<file path="src/design/aca_pkg.sv">
// Package for the converter clock alignment control block
package aca_pkg;
  // ----------------------------------------
  // Register map (byte addresses)
  // ----------------------------------------
  localparam int ACA_ID_IDX = 0;
  localparam int ACA_CTRL_IDX = 1;
  localparam int ACA_EXT_IDX = 2;
  localparam int ACA_STAT_IDX = 3;
  localparam logic [7:0] ACA_ID_ADDR = 8'(ACA_ID_IDX * 4);
  localparam logic [7:0] ACA_CTRL_ADDR = 8'(ACA_CTRL_IDX * 4);
  localparam logic [7:0] ACA_EXT_ADDR = 8'(ACA_EXT_IDX * 4);
  localparam logic [7:0] ACA_STAT_ADDR = 8'(ACA_STAT_IDX * 4);
  // Control field positions
  localparam int ACA_CTRL_HOLD_BIT = 0;
  localparam int ACA_CTRL_STBY_BIT = 1;
  localparam int ACA_CTRL_OUTPUT_DEMUX_MODE_BIT = 2;
  localparam int ACA_CTRL_TEST_BIT = 3;
  localparam int ACA_CTRL_CHM_LSB = 4;
  localparam int ACA_CTRL_DECIM_BIT = 6;
  localparam int ACA_CTRL_GRAY_BIT = 7;
  localparam int ACA_CTRL_W = 8;
  // Reset values: frozen clocks during alignment
  localparam logic [7:0] ACA_CTRL_RST = 8'h00;
  localparam logic [3:0] ACA_EXT_RST = 4'h0;
  // Arbitrary identity value
  localparam logic [15:0] ACA_ID_VALUE = 16'h5AA5;
  localparam logic [1:0] ACA_RESP_OKAY = 2'b00;
  localparam logic [1:0] ACA_RESP_SLVERR = 2'b10;
  localparam int ACA_DIV_W = 4;
  localparam int ACA_NCH = 4;

  typedef struct packed {
    logic gray;
    logic decim;
    logic [1:0] chan_mode;
    logic test_mode;
    logic output_demux_mode;
    logic standby;
    logic hold_sel;
  } aca_ctrl_t;

  typedef struct packed {
    logic sample_clk_en;
    logic [ACA_NCH-1:0] data_valid_clk;
    logic decim_div_clr;
    logic test_init;
    logic data_stale;
  } aca_out_t;
endpackage : aca_pkg

</file>
<file path="src/design/aca_top.sv">
// Clock alignment control with AXI4-Lite register access
//
// Notes on behaviour
// - Internal align signal outlasts the pulse by 0 to 15 cycles.
// - Hold select low: internal clocks frozen while align is asserted.
// - Hold select high: clocks keep toggling, realigned at align fall.
// - Other setting changes apply at once without a pulse.
// - Test resources reinitialised on a pulse after test entry only.
// - Decimation dividers reset by align; data flagged stale meanwhile.
// - Align realigns all four data-valid clocks to a known phase.
// - Hold select resets to frozen-clocks behaviour.
//
// Chosen here: the AXI4-Lite interface to the registers and the placing of the registers.
`timescale 1ns/1ps
`default_nettype none
module aca_top (
  input wire logic aclk,
  input wire logic aresetn,
  input wire logic [7:0] s_axi_awaddr,
  input wire logic s_axi_awvalid,
  output logic s_axi_awready,
  input wire logic [31:0] s_axi_wdata,
  input wire logic [3:0] s_axi_wstrb,
  input wire logic s_axi_wvalid,
  output logic s_axi_wready,
  output logic [1:0] s_axi_bresp,
  output logic s_axi_bvalid,
  input wire logic s_axi_bready,
  input wire logic [7:0] s_axi_araddr,
  input wire logic s_axi_arvalid,
  output logic s_axi_arready,
  output logic [31:0] s_axi_rdata,
  output logic [1:0] s_axi_rresp,
  output logic s_axi_rvalid,
  input wire logic s_axi_rready,
  input wire logic align_pulse_pos,
  input wire logic align_pulse_neg,
  output aca_pkg::aca_ctrl_t mode_out,
  output aca_pkg::aca_out_t clk_out
);
  import aca_pkg::*;

  // ----------------------------------------
  // Register file
  // ----------------------------------------
  logic [ACA_CTRL_W-1:0] ctrl_reg;
  logic [3:0] ext_reg;
  logic aw_held_reg, w_held_reg;
  logic [7:0] awaddr_reg;
  logic [31:0] wdata_reg;
  logic [3:0] wstrb_reg;
  logic align_reg;
  logic test_pend_reg;
  logic [7:0] init_cnt_reg;

  function automatic logic addr_hit(input logic [7:0] a);
    addr_hit = (a == ACA_CTRL_ADDR) || (a == ACA_EXT_ADDR) ||
               (a == ACA_STAT_ADDR) || (a == ACA_ID_ADDR);
  endfunction : addr_hit

  assign s_axi_awready = !aw_held_reg && !s_axi_bvalid;
  assign s_axi_wready = !w_held_reg && !s_axi_bvalid;
  assign s_axi_arready = !s_axi_rvalid;

  logic [7:0] wa;
  logic [31:0] wd;
  logic [3:0] ws;
  logic aw_now, w_now, do_write;
  assign aw_now = aw_held_reg || (s_axi_awvalid && s_axi_awready);
  assign w_now = w_held_reg || (s_axi_wvalid && s_axi_wready);
  assign do_write = aw_now && w_now && !s_axi_bvalid;
  assign wa = aw_held_reg ? awaddr_reg : s_axi_awaddr;
  assign wd = w_held_reg ? wdata_reg : s_axi_wdata;
  assign ws = w_held_reg ? wstrb_reg : s_axi_wstrb;

  always_ff @(posedge aclk) begin
    if (!aresetn) begin
      aw_held_reg <= 1'b0;
      w_held_reg <= 1'b0;
      awaddr_reg <= 8'h00;
      wdata_reg <= 32'h0000_0000;
      wstrb_reg <= 4'h0;
    end else begin
      if (do_write) begin
        aw_held_reg <= 1'b0;
        w_held_reg <= 1'b0;
      end else begin
        if (s_axi_awvalid && s_axi_awready) begin
          aw_held_reg <= 1'b1;
          awaddr_reg <= s_axi_awaddr;
        end
        if (s_axi_wvalid && s_axi_wready) begin
          w_held_reg <= 1'b1;
          wdata_reg <= s_axi_wdata;
          wstrb_reg <= s_axi_wstrb;
        end
      end
    end
  end

  always_ff @(posedge aclk) begin
    if (!aresetn) begin
      s_axi_bvalid <= 1'b0;
      s_axi_bresp <= ACA_RESP_OKAY;
    end else if (do_write) begin
      s_axi_bvalid <= 1'b1;
      s_axi_bresp <= addr_hit(wa) ? ACA_RESP_OKAY : ACA_RESP_SLVERR;
    end else if (s_axi_bready) begin
      s_axi_bvalid <= 1'b0;
    end
  end

  // Settings apply the cycle after the write; no pulse needed for them
  // immediate settings
  always_ff @(posedge aclk) begin
    if (!aresetn) begin
      ctrl_reg <= ACA_CTRL_RST;
      ext_reg <= ACA_EXT_RST;
    end else if (do_write && ws[0]) begin
      if (wa == ACA_CTRL_ADDR) begin
        ctrl_reg <= wd[ACA_CTRL_W-1:0];
      end
      if (wa == ACA_EXT_ADDR) begin
        ext_reg <= wd[3:0];
      end
    end
  end

  logic [31:0] rd;
  always_comb begin
    case (s_axi_araddr)
      ACA_CTRL_ADDR: rd = {24'h00_0000, ctrl_reg};
      ACA_EXT_ADDR: rd = {28'h000_0000, ext_reg};
      ACA_STAT_ADDR: rd = {29'h0000_0000, test_pend_reg, clk_out.sample_clk_en, align_reg};
      ACA_ID_ADDR: rd = {16'h0000, ACA_ID_VALUE};
      default: rd = 32'h0000_0000;
    endcase
  end

  always_ff @(posedge aclk) begin
    if (!aresetn) begin
      s_axi_rvalid <= 1'b0;
      s_axi_rdata <= 32'h0000_0000;
      s_axi_rresp <= ACA_RESP_OKAY;
    end else if (s_axi_arvalid && s_axi_arready) begin
      s_axi_rvalid <= 1'b1;
      s_axi_rdata <= rd;
      s_axi_rresp <= addr_hit(s_axi_araddr) ? ACA_RESP_OKAY : ACA_RESP_SLVERR;
    end else if (s_axi_rready) begin
      s_axi_rvalid <= 1'b0;
    end
  end

  // ----------------------------------------
  // Alignment pulse capture and stretch
  // ----------------------------------------
  logic sync1_reg, sync2_reg, sync3_reg;
  logic [3:0] stretch_reg;
  logic pulse_in;
  // width and quiet window are host duties; pulse read differentially
  assign pulse_in = align_pulse_pos & ~align_pulse_neg;

  always_ff @(posedge aclk) begin
    if (!aresetn) begin
      sync1_reg <= 1'b0;
      sync2_reg <= 1'b0;
      sync3_reg <= 1'b0;
    end else begin
      sync1_reg <= pulse_in;
      sync2_reg <= sync1_reg;
      sync3_reg <= sync2_reg;
    end
  end

  logic fall;
  assign fall = sync3_reg && !sync2_reg;

  always_ff @(posedge aclk) begin
    if (!aresetn) begin
      align_reg <= 1'b0;
      stretch_reg <= 4'h0;
    end else if (sync2_reg) begin
      align_reg <= 1'b1;
      stretch_reg <= 4'h0;
    end else if (fall) begin
      align_reg <= (ext_reg != 4'h0);
      stretch_reg <= ext_reg;
    end else if (stretch_reg != 4'h0) begin
      stretch_reg <= stretch_reg - 4'h1;
      align_reg <= (stretch_reg != 4'h1);
    end else begin
      align_reg <= 1'b0;
    end
  end

  // ----------------------------------------
  // Internal clocks
  // ----------------------------------------
  logic [ACA_DIV_W-1:0] div_reg;
  logic align_d_reg;
  logic realign;
  assign realign = align_d_reg && !align_reg;

  always_ff @(posedge aclk) begin
    if (!aresetn) begin
      align_d_reg <= 1'b0;
    end else begin
      align_d_reg <= align_reg;
    end
  end

  // frozen during align when hold select low
  // free running, phase reset at align fall when high
  always_ff @(posedge aclk) begin
    if (!aresetn) begin
      div_reg <= '0;
    end else if (!ctrl_reg[ACA_CTRL_HOLD_BIT] && align_reg) begin
      div_reg <= '0;
    end else if (realign) begin
      // Both modes resume from the same phase once align ends
      div_reg <= {{(ACA_DIV_W-1){1'b0}}, 1'b1};
    end else begin
      div_reg <= div_reg + 1'b1;
    end
  end

  // test init only on a pulse after test entry
  logic test_d_reg;
  always_ff @(posedge aclk) begin
    if (!aresetn) begin
      test_d_reg <= 1'b0;
      test_pend_reg <= 1'b0;
    end else begin
      test_d_reg <= ctrl_reg[ACA_CTRL_TEST_BIT];
      if (!ctrl_reg[ACA_CTRL_TEST_BIT]) begin
        test_pend_reg <= 1'b0;
      end else if (ctrl_reg[ACA_CTRL_TEST_BIT] && !test_d_reg) begin
        test_pend_reg <= 1'b1;
      end else if (realign) begin
        test_pend_reg <= 1'b0;
      end
    end
  end

  always_ff @(posedge aclk) begin
    if (!aresetn) begin
      clk_out.sample_clk_en <= 1'b1;
      clk_out.data_valid_clk <= '0;
      clk_out.decim_div_clr <= 1'b0;
      clk_out.test_init <= 1'b0;
      clk_out.data_stale <= 1'b0;
      mode_out <= '0;
    end else begin
      clk_out.sample_clk_en <= ctrl_reg[ACA_CTRL_HOLD_BIT] || !align_reg;
      // all data-valid clocks share one reset phase
      clk_out.data_valid_clk <= {ACA_NCH{div_reg[0]}};
      clk_out.decim_div_clr <= ctrl_reg[ACA_CTRL_DECIM_BIT] && align_reg;
      clk_out.test_init <= test_pend_reg && realign;
      clk_out.data_stale <= ctrl_reg[ACA_CTRL_DECIM_BIT] && align_reg;
      mode_out <= aca_ctrl_t'(ctrl_reg);
    end
  end

  // ----------------------------------------
  // Checks
  // ----------------------------------------
  chk_freeze_during_align: assert property (@(posedge aclk) disable iff (!aresetn)
    (align_reg && !ctrl_reg[ACA_CTRL_HOLD_BIT]) |=> !clk_out.sample_clk_en)
    else $error("sample clock not frozen during align");
  chk_run_in_hold: assert property (@(posedge aclk) disable iff (!aresetn)
    ctrl_reg[ACA_CTRL_HOLD_BIT] |=> clk_out.sample_clk_en)
    else $error("sample clock stopped in hold mode");
  chk_align_follows_pin: assert property (@(posedge aclk) disable iff (!aresetn)
    pulse_in |-> ##3 align_reg)
    else $error("align not raised three cycles after pulse");
  chk_zero_ext_release: assert property (@(posedge aclk) disable iff (!aresetn)
    (fall && ext_reg == 4'h0) |=> !align_reg)
    else $error("align not released with zero extension");
  chk_phase_after_align: assert property (@(posedge aclk) disable iff (!aresetn)
    realign |=> div_reg == 4'h1)
    else $error("divider phase not reset at align end");
  chk_decim_clear: assert property (@(posedge aclk) disable iff (!aresetn)
    (align_reg && ctrl_reg[ACA_CTRL_DECIM_BIT]) |=> clk_out.decim_div_clr && clk_out.data_stale)
    else $error("decimation clear missing");
endmodule : aca_top
`default_nettype wire

</file>
<file path="config.mk">
export PLATFORM = sky130hd
export DESIGN_NAME = aca_top
export DESIGN_NICKNAME = d
export VERILOG_FILES = /design/src/design/aca_pkg.sv /design/src/design/aca_top.sv
export SDC_FILE = /design/constraint.sdc
export NUM_CORES = 1
export LEC_CHECK = 0
export ABC_AREA = 1
export BUFFER_PORTS_ARGS = -buffer_cell sky130_fd_sc_hd__buf_4
export CORE_AREA = 2 2 115 95
export DETAILED_ROUTE_END_ITERATION = 6
export DIE_AREA = 0 0 117 97
export PLACE_DENSITY_LB_ADDON = 0.2
export SYNTH_ARGS = -nofsm -noshare
export SYNTH_HDL_FRONTEND = slang
export SYNTH_SLANG_ARGS = --single-unit
</file>
<file path="constraint.sdc">
create_clock -name aclk -period 1.6 [get_ports aclk]
set_input_delay 0 -clock aclk [delete_from_list [all_inputs] [get_ports aclk]]
set_output_delay 0 -clock aclk [all_outputs]
set_load 0.01 [all_outputs]
</file>
==> results of run 1 <==
==> per-layer routing <==
metal / GRT usage (%) / up-vias / part of all wire [%]
li1: - / 1524 / -
met5: 0 / - / 0
met1: 18.5 / 1261 / 51
met3: 3.63 / 4 / 5.7
met2: 19.3 / 82 / 42
met4: 3.80 / 0 / 0.82
==> Yosys cell counts (2+ instances only) <==
cell      instances  area (um2)
nand2_1          87         327
nor2_1           76         285
dfxtp_1          67        1340
inv_1            64         240
buf_4            30         225
o21ai_0          26         130
nand3_1          22         110
nand4_1          14        87.6
a21oi_1          10        50.1
buf_2             8        40.0
mux2i_1           8        80.1
a31oi_1           3        18.8
clkbuf_1          3        11.3
ha_1              3        37.5
nor3_1            3        15.0
inv_2             2        7.51
nand3_2           2        20.0
nor2_2            2        12.5
nor2_4            2        22.5
o21ai_1           2        10.0
==> critical path, delay by kind of cell (launching register included) <==
kind	cells	cell delay, ns
AND/OR/NAND/NOR	5	0.71
flip-flops	1	0.39
AO/OA/AOI/OAI	1	0.21
==> placed cells by master, fill, tap and decap left out, types with 9 or more instances in the layout <==
| master | count |
|---|---|
| a21oi_1 | 10 |
| buf_4 | 75 |
| clkbuf_16 | 9 |
| conb_1 | 22 |
| dfxtp_1 | 65 |
| dlygate4sd3_1 | 21 |
| inv_1 | 64 |
| nand2_1 | 86 |
| nand3_1 | 22 |
| nand4_1 | 14 |
| nor2_1 | 76 |
| o21ai_0 | 26 |
==> final cells by class <==
| cell class | count | area [um2] | share of cell area [%] |
|---|---|---|---|
| Multi-Input combinational cell | 294 | 1400 | 32.7 |
| Sequential cell | 67 | 1340 | 31.3 |
| Timing Repair Buffer | 96 | 773 | 18.0 |
| Inverter | 67 | 251 | 5.85 |
| Clock buffer | 9 | 225 | 5.24 |
| Tap cell | 140 | 175 | 4.08 |
| Clock inverter | 7 | 124 | 2.88 |
==> final timing paths <==
kind              startpoint              to  slack [ns]  cells past startpoint
max             s_axi_bvalid      ext_reg[2]        0.18                      6
min          s_axi_araddr[2]  s_axi_rdata[6]        0.08                      5
max reg2reg     s_axi_bvalid      ext_reg[2]        0.18                      6
min reg2reg        sync1_reg       sync2_reg        0.41                      2
==> stage by stage <==
stage | cell area (um2) | hold slack [ns]
finish | 4300 | 0.0830
global route | 4300 | 0.101
CTS | 4280 | 0.0764
detailed placement | 3720 | 0.158
global placement | 3720 | 0.156
floorplan | 3270 | 0.0715
==> report_power, final <==
part	internal [W]	switching, W	leakage (nW)
logic	0.000437	0.000578	1.44
clock network	0.00153	0.000746	0.167
registers	0.00183	0.000113	0.547
total	0.00380	0.00144	2.16
==> cell families after synthesis <==
family | synth area share [%]
AO/OA/AOI/OAI | 8.38
buffers and inverters | 16.9
adder cells (fa/ha/maj) | 1.17
other | 0.117
multiplexers | 2.51
AND/OR/NAND/NOR | 28.7
flip-flops | 42.0
XOR/XNOR | 0.274
==> repair_timing <==
| item | in CTS | in global routing |
|---|---|---|
| buffers inserted | 0 | 1 |
| setup endpoints to repair | 0 | 14 |
| hold buffers | 21 | 0 |
| resized for setup | 0 | 3 |
| endpoints found under the hold margin | 20 | 0 |
==> metrics, run 1 <==
RSZ-0062 raised after global routing no; clk sinks 67; Crit. End Element register; crit path time final 1.42 ns; power per cell area between 1000 and 1500 mW/mm2; layout cells sized above 1 ~20%; total power 0.00524 W; Starting Density 31.6%; RD Place Congestion 0.778; Distinct cells, synth 34; post-synthesis register bit count 67; status finished clean; DRC Markers 0; fraction of registers with async set or reset after synthesis 0%; I/O pin count between 100 and 150; clk slew on worst S/H paths about 0.060 ns; crit-path max FO 9; top_reg_cell synth dfxtp_1; fillers 1053; diode count 0; total CTS buffers 9; CTS Buffer Depth 2; TNS Setup 0 ns; Worst path most repeated cell nand2_1; core area 0.0101 mm2; first-pass GRT wire length 11.9 mm; worst path cell trace o21ai_2, nand2_1, nor2_2, nand4_1, nand2_1, nor2_1; DP HPWL 5.30 mm; Final ANT Viol Nets 0; nets roughly 600; Finished Core Util 42.5%; sequential share of the synthesized area 42.0%; Site Rows 33; clk_lat worst skew about 0.32 ns; skew final 0.00568 ns; EDFF count, synth 0; CTS tree done; final worst slack 0.183 ns; drt via density 4.22; # H-tree levels 3; vias in the first global route 2518; PortBufs 68; crit share post-route 88.6%; GRT Total Usage a little over an eighth; peak supply drop 0.000556 V; fin. max-slew vios 0; root buffer cell clkbuf_16; max incr delay on CP between 0.3 and 0.4 ns; number of max-cap violations 0; wire per inst 10.6 um; initial antenna violation count 0; CP max-delay cell dfxtp_2; crit path kind register to register; largest net degree at the start of global routing 37; initial DRC count 130; Placement Setup Slack 0.128 ns; final wirelength 7.18 mm; Mapped Cells 448; Worst EP required 1.82 ns; Worst Path Arrival 1.64 ns; area delta synth->final 34.4%; Startpoint Class register; min-delay worst type input port to register; placed cells 641; # setup viols final 0; Vias around 2900; die span in x 117 um; Die ar. 0.0113 mm2; total grt overflow 0; max reg flops 9; DRT Pass-1 Iters 4; die height 97 um; Max Clk Rate 706 MHz; Synthesis Warnings 0; syn_area_per_cell 7.13 um2; final cell count without fillers 680; Hold Fails Final Rpt 0; most flop-heavy register s_axi_rdata; P_leak 2.16 nW; Post-Syn Area about 0.0032 mm2
(Power assumes the default switching activity.)
==> inputs of run 2 (changes only) <==
--- a/config.mk
+++ b/config.mk
@@ -10,6 +10,7 @@
 export CORE_AREA = 2 2 115 95
 export DETAILED_ROUTE_END_ITERATION = 6
 export DIE_AREA = 0 0 117 97
+export HOLD_SLACK_MARGIN = 0.12
 export PLACE_DENSITY_LB_ADDON = 0.2
 export SYNTH_ARGS = -nofsm -noshare
 export SYNTH_HDL_FRONTEND = slang
==> run 2 against run 1 <==
Net effect:
- final area rose by 1.6%
- final cell count rose by 0.88%
- sequential share of layout area down 0.48 points
- routed wire length increased by 2.2%
- largest cell class unchanged
- sequential cell count did not move
- non-clock buffer count rose by 6
- critical path type unchanged
- critical endpoint is now s_axi_rvalid
- register-to-register slack got worse by 0.06 ns
- clock power is essentially flat
==> metrics, run 2 (synthesis gave the netlist of run 1 again) <==
hold path startpoint s_axi_arvalid; total CTS buffers 9; hold depth 5; die span in x roughly 120 um; clk sinks 67; nets 605; Final ANT Viol Nets 0; vias in the first global route roughly 2500; RSZ-0062 raised after global routing no; Worst Path Arrival 1.69 ns; Vias 2892; clk_lat worst skew roughly 0.32 ns; skew final 0.00464 ns; I/O pin count 118; max reg flops 9; min-delay worst type input port to register; Starting Density 31.6%; peak supply drop 0.000554 V; worst reg2reg endpoint s_axi_rvalid; core area 0.0101 mm2; Fin Hold WS 0.150 ns; GRT Total Usage around an eighth; worst path cell trace inv_1, nand2_1, inv_1, o21a_1, dlygate4sd3_1; root buffer cell clkbuf_16; TNS Setup 0 ns; max incr delay on CP 0.54 ns; most common cell after layout, fill and taps aside nand2_1; initial DRC count between 150 and 200; clk slew on worst S/H paths ~0.060 ns; final worst slack 0.125 ns; drt via density 4.22; crit share post-route 92.2%; CTS tree done; DP HPWL 5.30 mm; DRC Markers 0; final cell count without fillers 686; total grt overflow 0; status finished clean; Critical R2R Launch s_axi_rvalid; Site Rows 33; r2r setup slk 0.13 ns; most frequent cells in the layout 86 x nand2_1, 76 x nor2_1, 73 x buf_4; Worst path most repeated cell inv_1; Buf/Inv on CP 3; Placement Setup Slack 0.128 ns; # setup viols final 0; Worst Hold End s_axi_rdata[1]; Max Clk Rate 678 MHz; Worst EP required between 1.5 and 2 ns; Startpoint Class register; crit path kind register to register; fin. max-slew vios 0; DRT Pass-1 Iters 4; Hold Fails Final Rpt 0; # H-tree levels 3; Reg2Reg Depth 5; P_leak 2.18 nW; placed cells roughly 640; CP max-delay cell dlygate4sd3_1; most flop-heavy register s_axi_rdata; power per cell area 1200 mW/mm2; area delta synth->final 36.5%; first-pass GRT wire length between 10 and 15 mm; Crit. End Element register; die height 97 um; final wirelength 7.34 mm; largest net degree at the start of global routing 37; number of max-cap violations 0; RD Place Congestion about 0.8; crit path time final roughly 1.5 ns; CTS Buffer Depth 2; diode count 0; crit-path max FO 11; Die ar. 0.0113 mm2; Worst path top cell family by delay buffers and inverters; wire per inst 10.7 um; PortBufs 68; initial antenna violation count 0; layout cells sized above 1 19.8%
## run 2: per-layer routing
| metal | track usage [%] | vias up | wire, um |
|---|---|---|---|
| met5 | 0 | - | 0 |
| met4 | 3.80 | 0 | 59 |
| met3 | 3.63 | 4 | 434 |
| met2 | 20.0 | 91 | 3180 |
| met1 | 18.7 | 1262 | 3660 |
| li1 | - | 1535 | - |
## run 2: worst reg2reg max path: stages (launching register included)
cell	delay (ns)
dfxtp_1	0.32
inv_1	0.06
nand2_1	0.08
inv_1	0.15
o21a_1	0.20
dlygate4sd3_1	0.54
## run 2: repair_timing
action,in CTS,in global routing
setup buffers,0,1
endpoints found under the setup margin,0,15
hold buffers,27,0
resized for setup,0,5
hold endpoints to repair,35,0
## run 2: final cells by class
type                            count  area, um2
Multi-Input combinational cell    294       1400
Sequential cell                    67       1340
Clock buffer                        9        225
Fill cell                        1055       5750
Inverter                           67        251
Timing Repair Buffer              102        841
Clock inverter                      7        124
Tap cell                          140        175
## run 2: metrics by stage
stage / utilization [%] / instance area [um2] / total power, W
floorplan: - / 3270 / 0.00270
global placement: 36.7 / 3720 / 0.00292
detailed placement: 36.7 / 3720 / 0.00294
CTS: 42.9 / 4340 / 0.00530
global route: 43.1 / 4360 / 0.00558
finish: 43.1 / 4360 / 0.00525
## run 2: worst max-delay path by stage
stage          cells after the start         start      endpoint
2_1_floorplan                      7  s_axi_bvalid   ctrl_reg[0]
3_3_place_gp                       6   aw_held_reg   ctrl_reg[6]
3_5_place_dp                       6   aw_held_reg   ctrl_reg[6]
4_1_cts                            6       aresetn     sync1_reg
5_1_grt                            5  s_axi_rvalid  s_axi_rvalid
6_report                           5  s_axi_rvalid  s_axi_rvalid
## run 2: power breakdown
part / internal, W / total, W / switching (W)
Combinational: 0.000447 / 0.00103 / 0.000581
Clock: 0.00153 / 0.00228 / 0.000743
Sequential: 0.00183 / 0.00195 / 0.000112
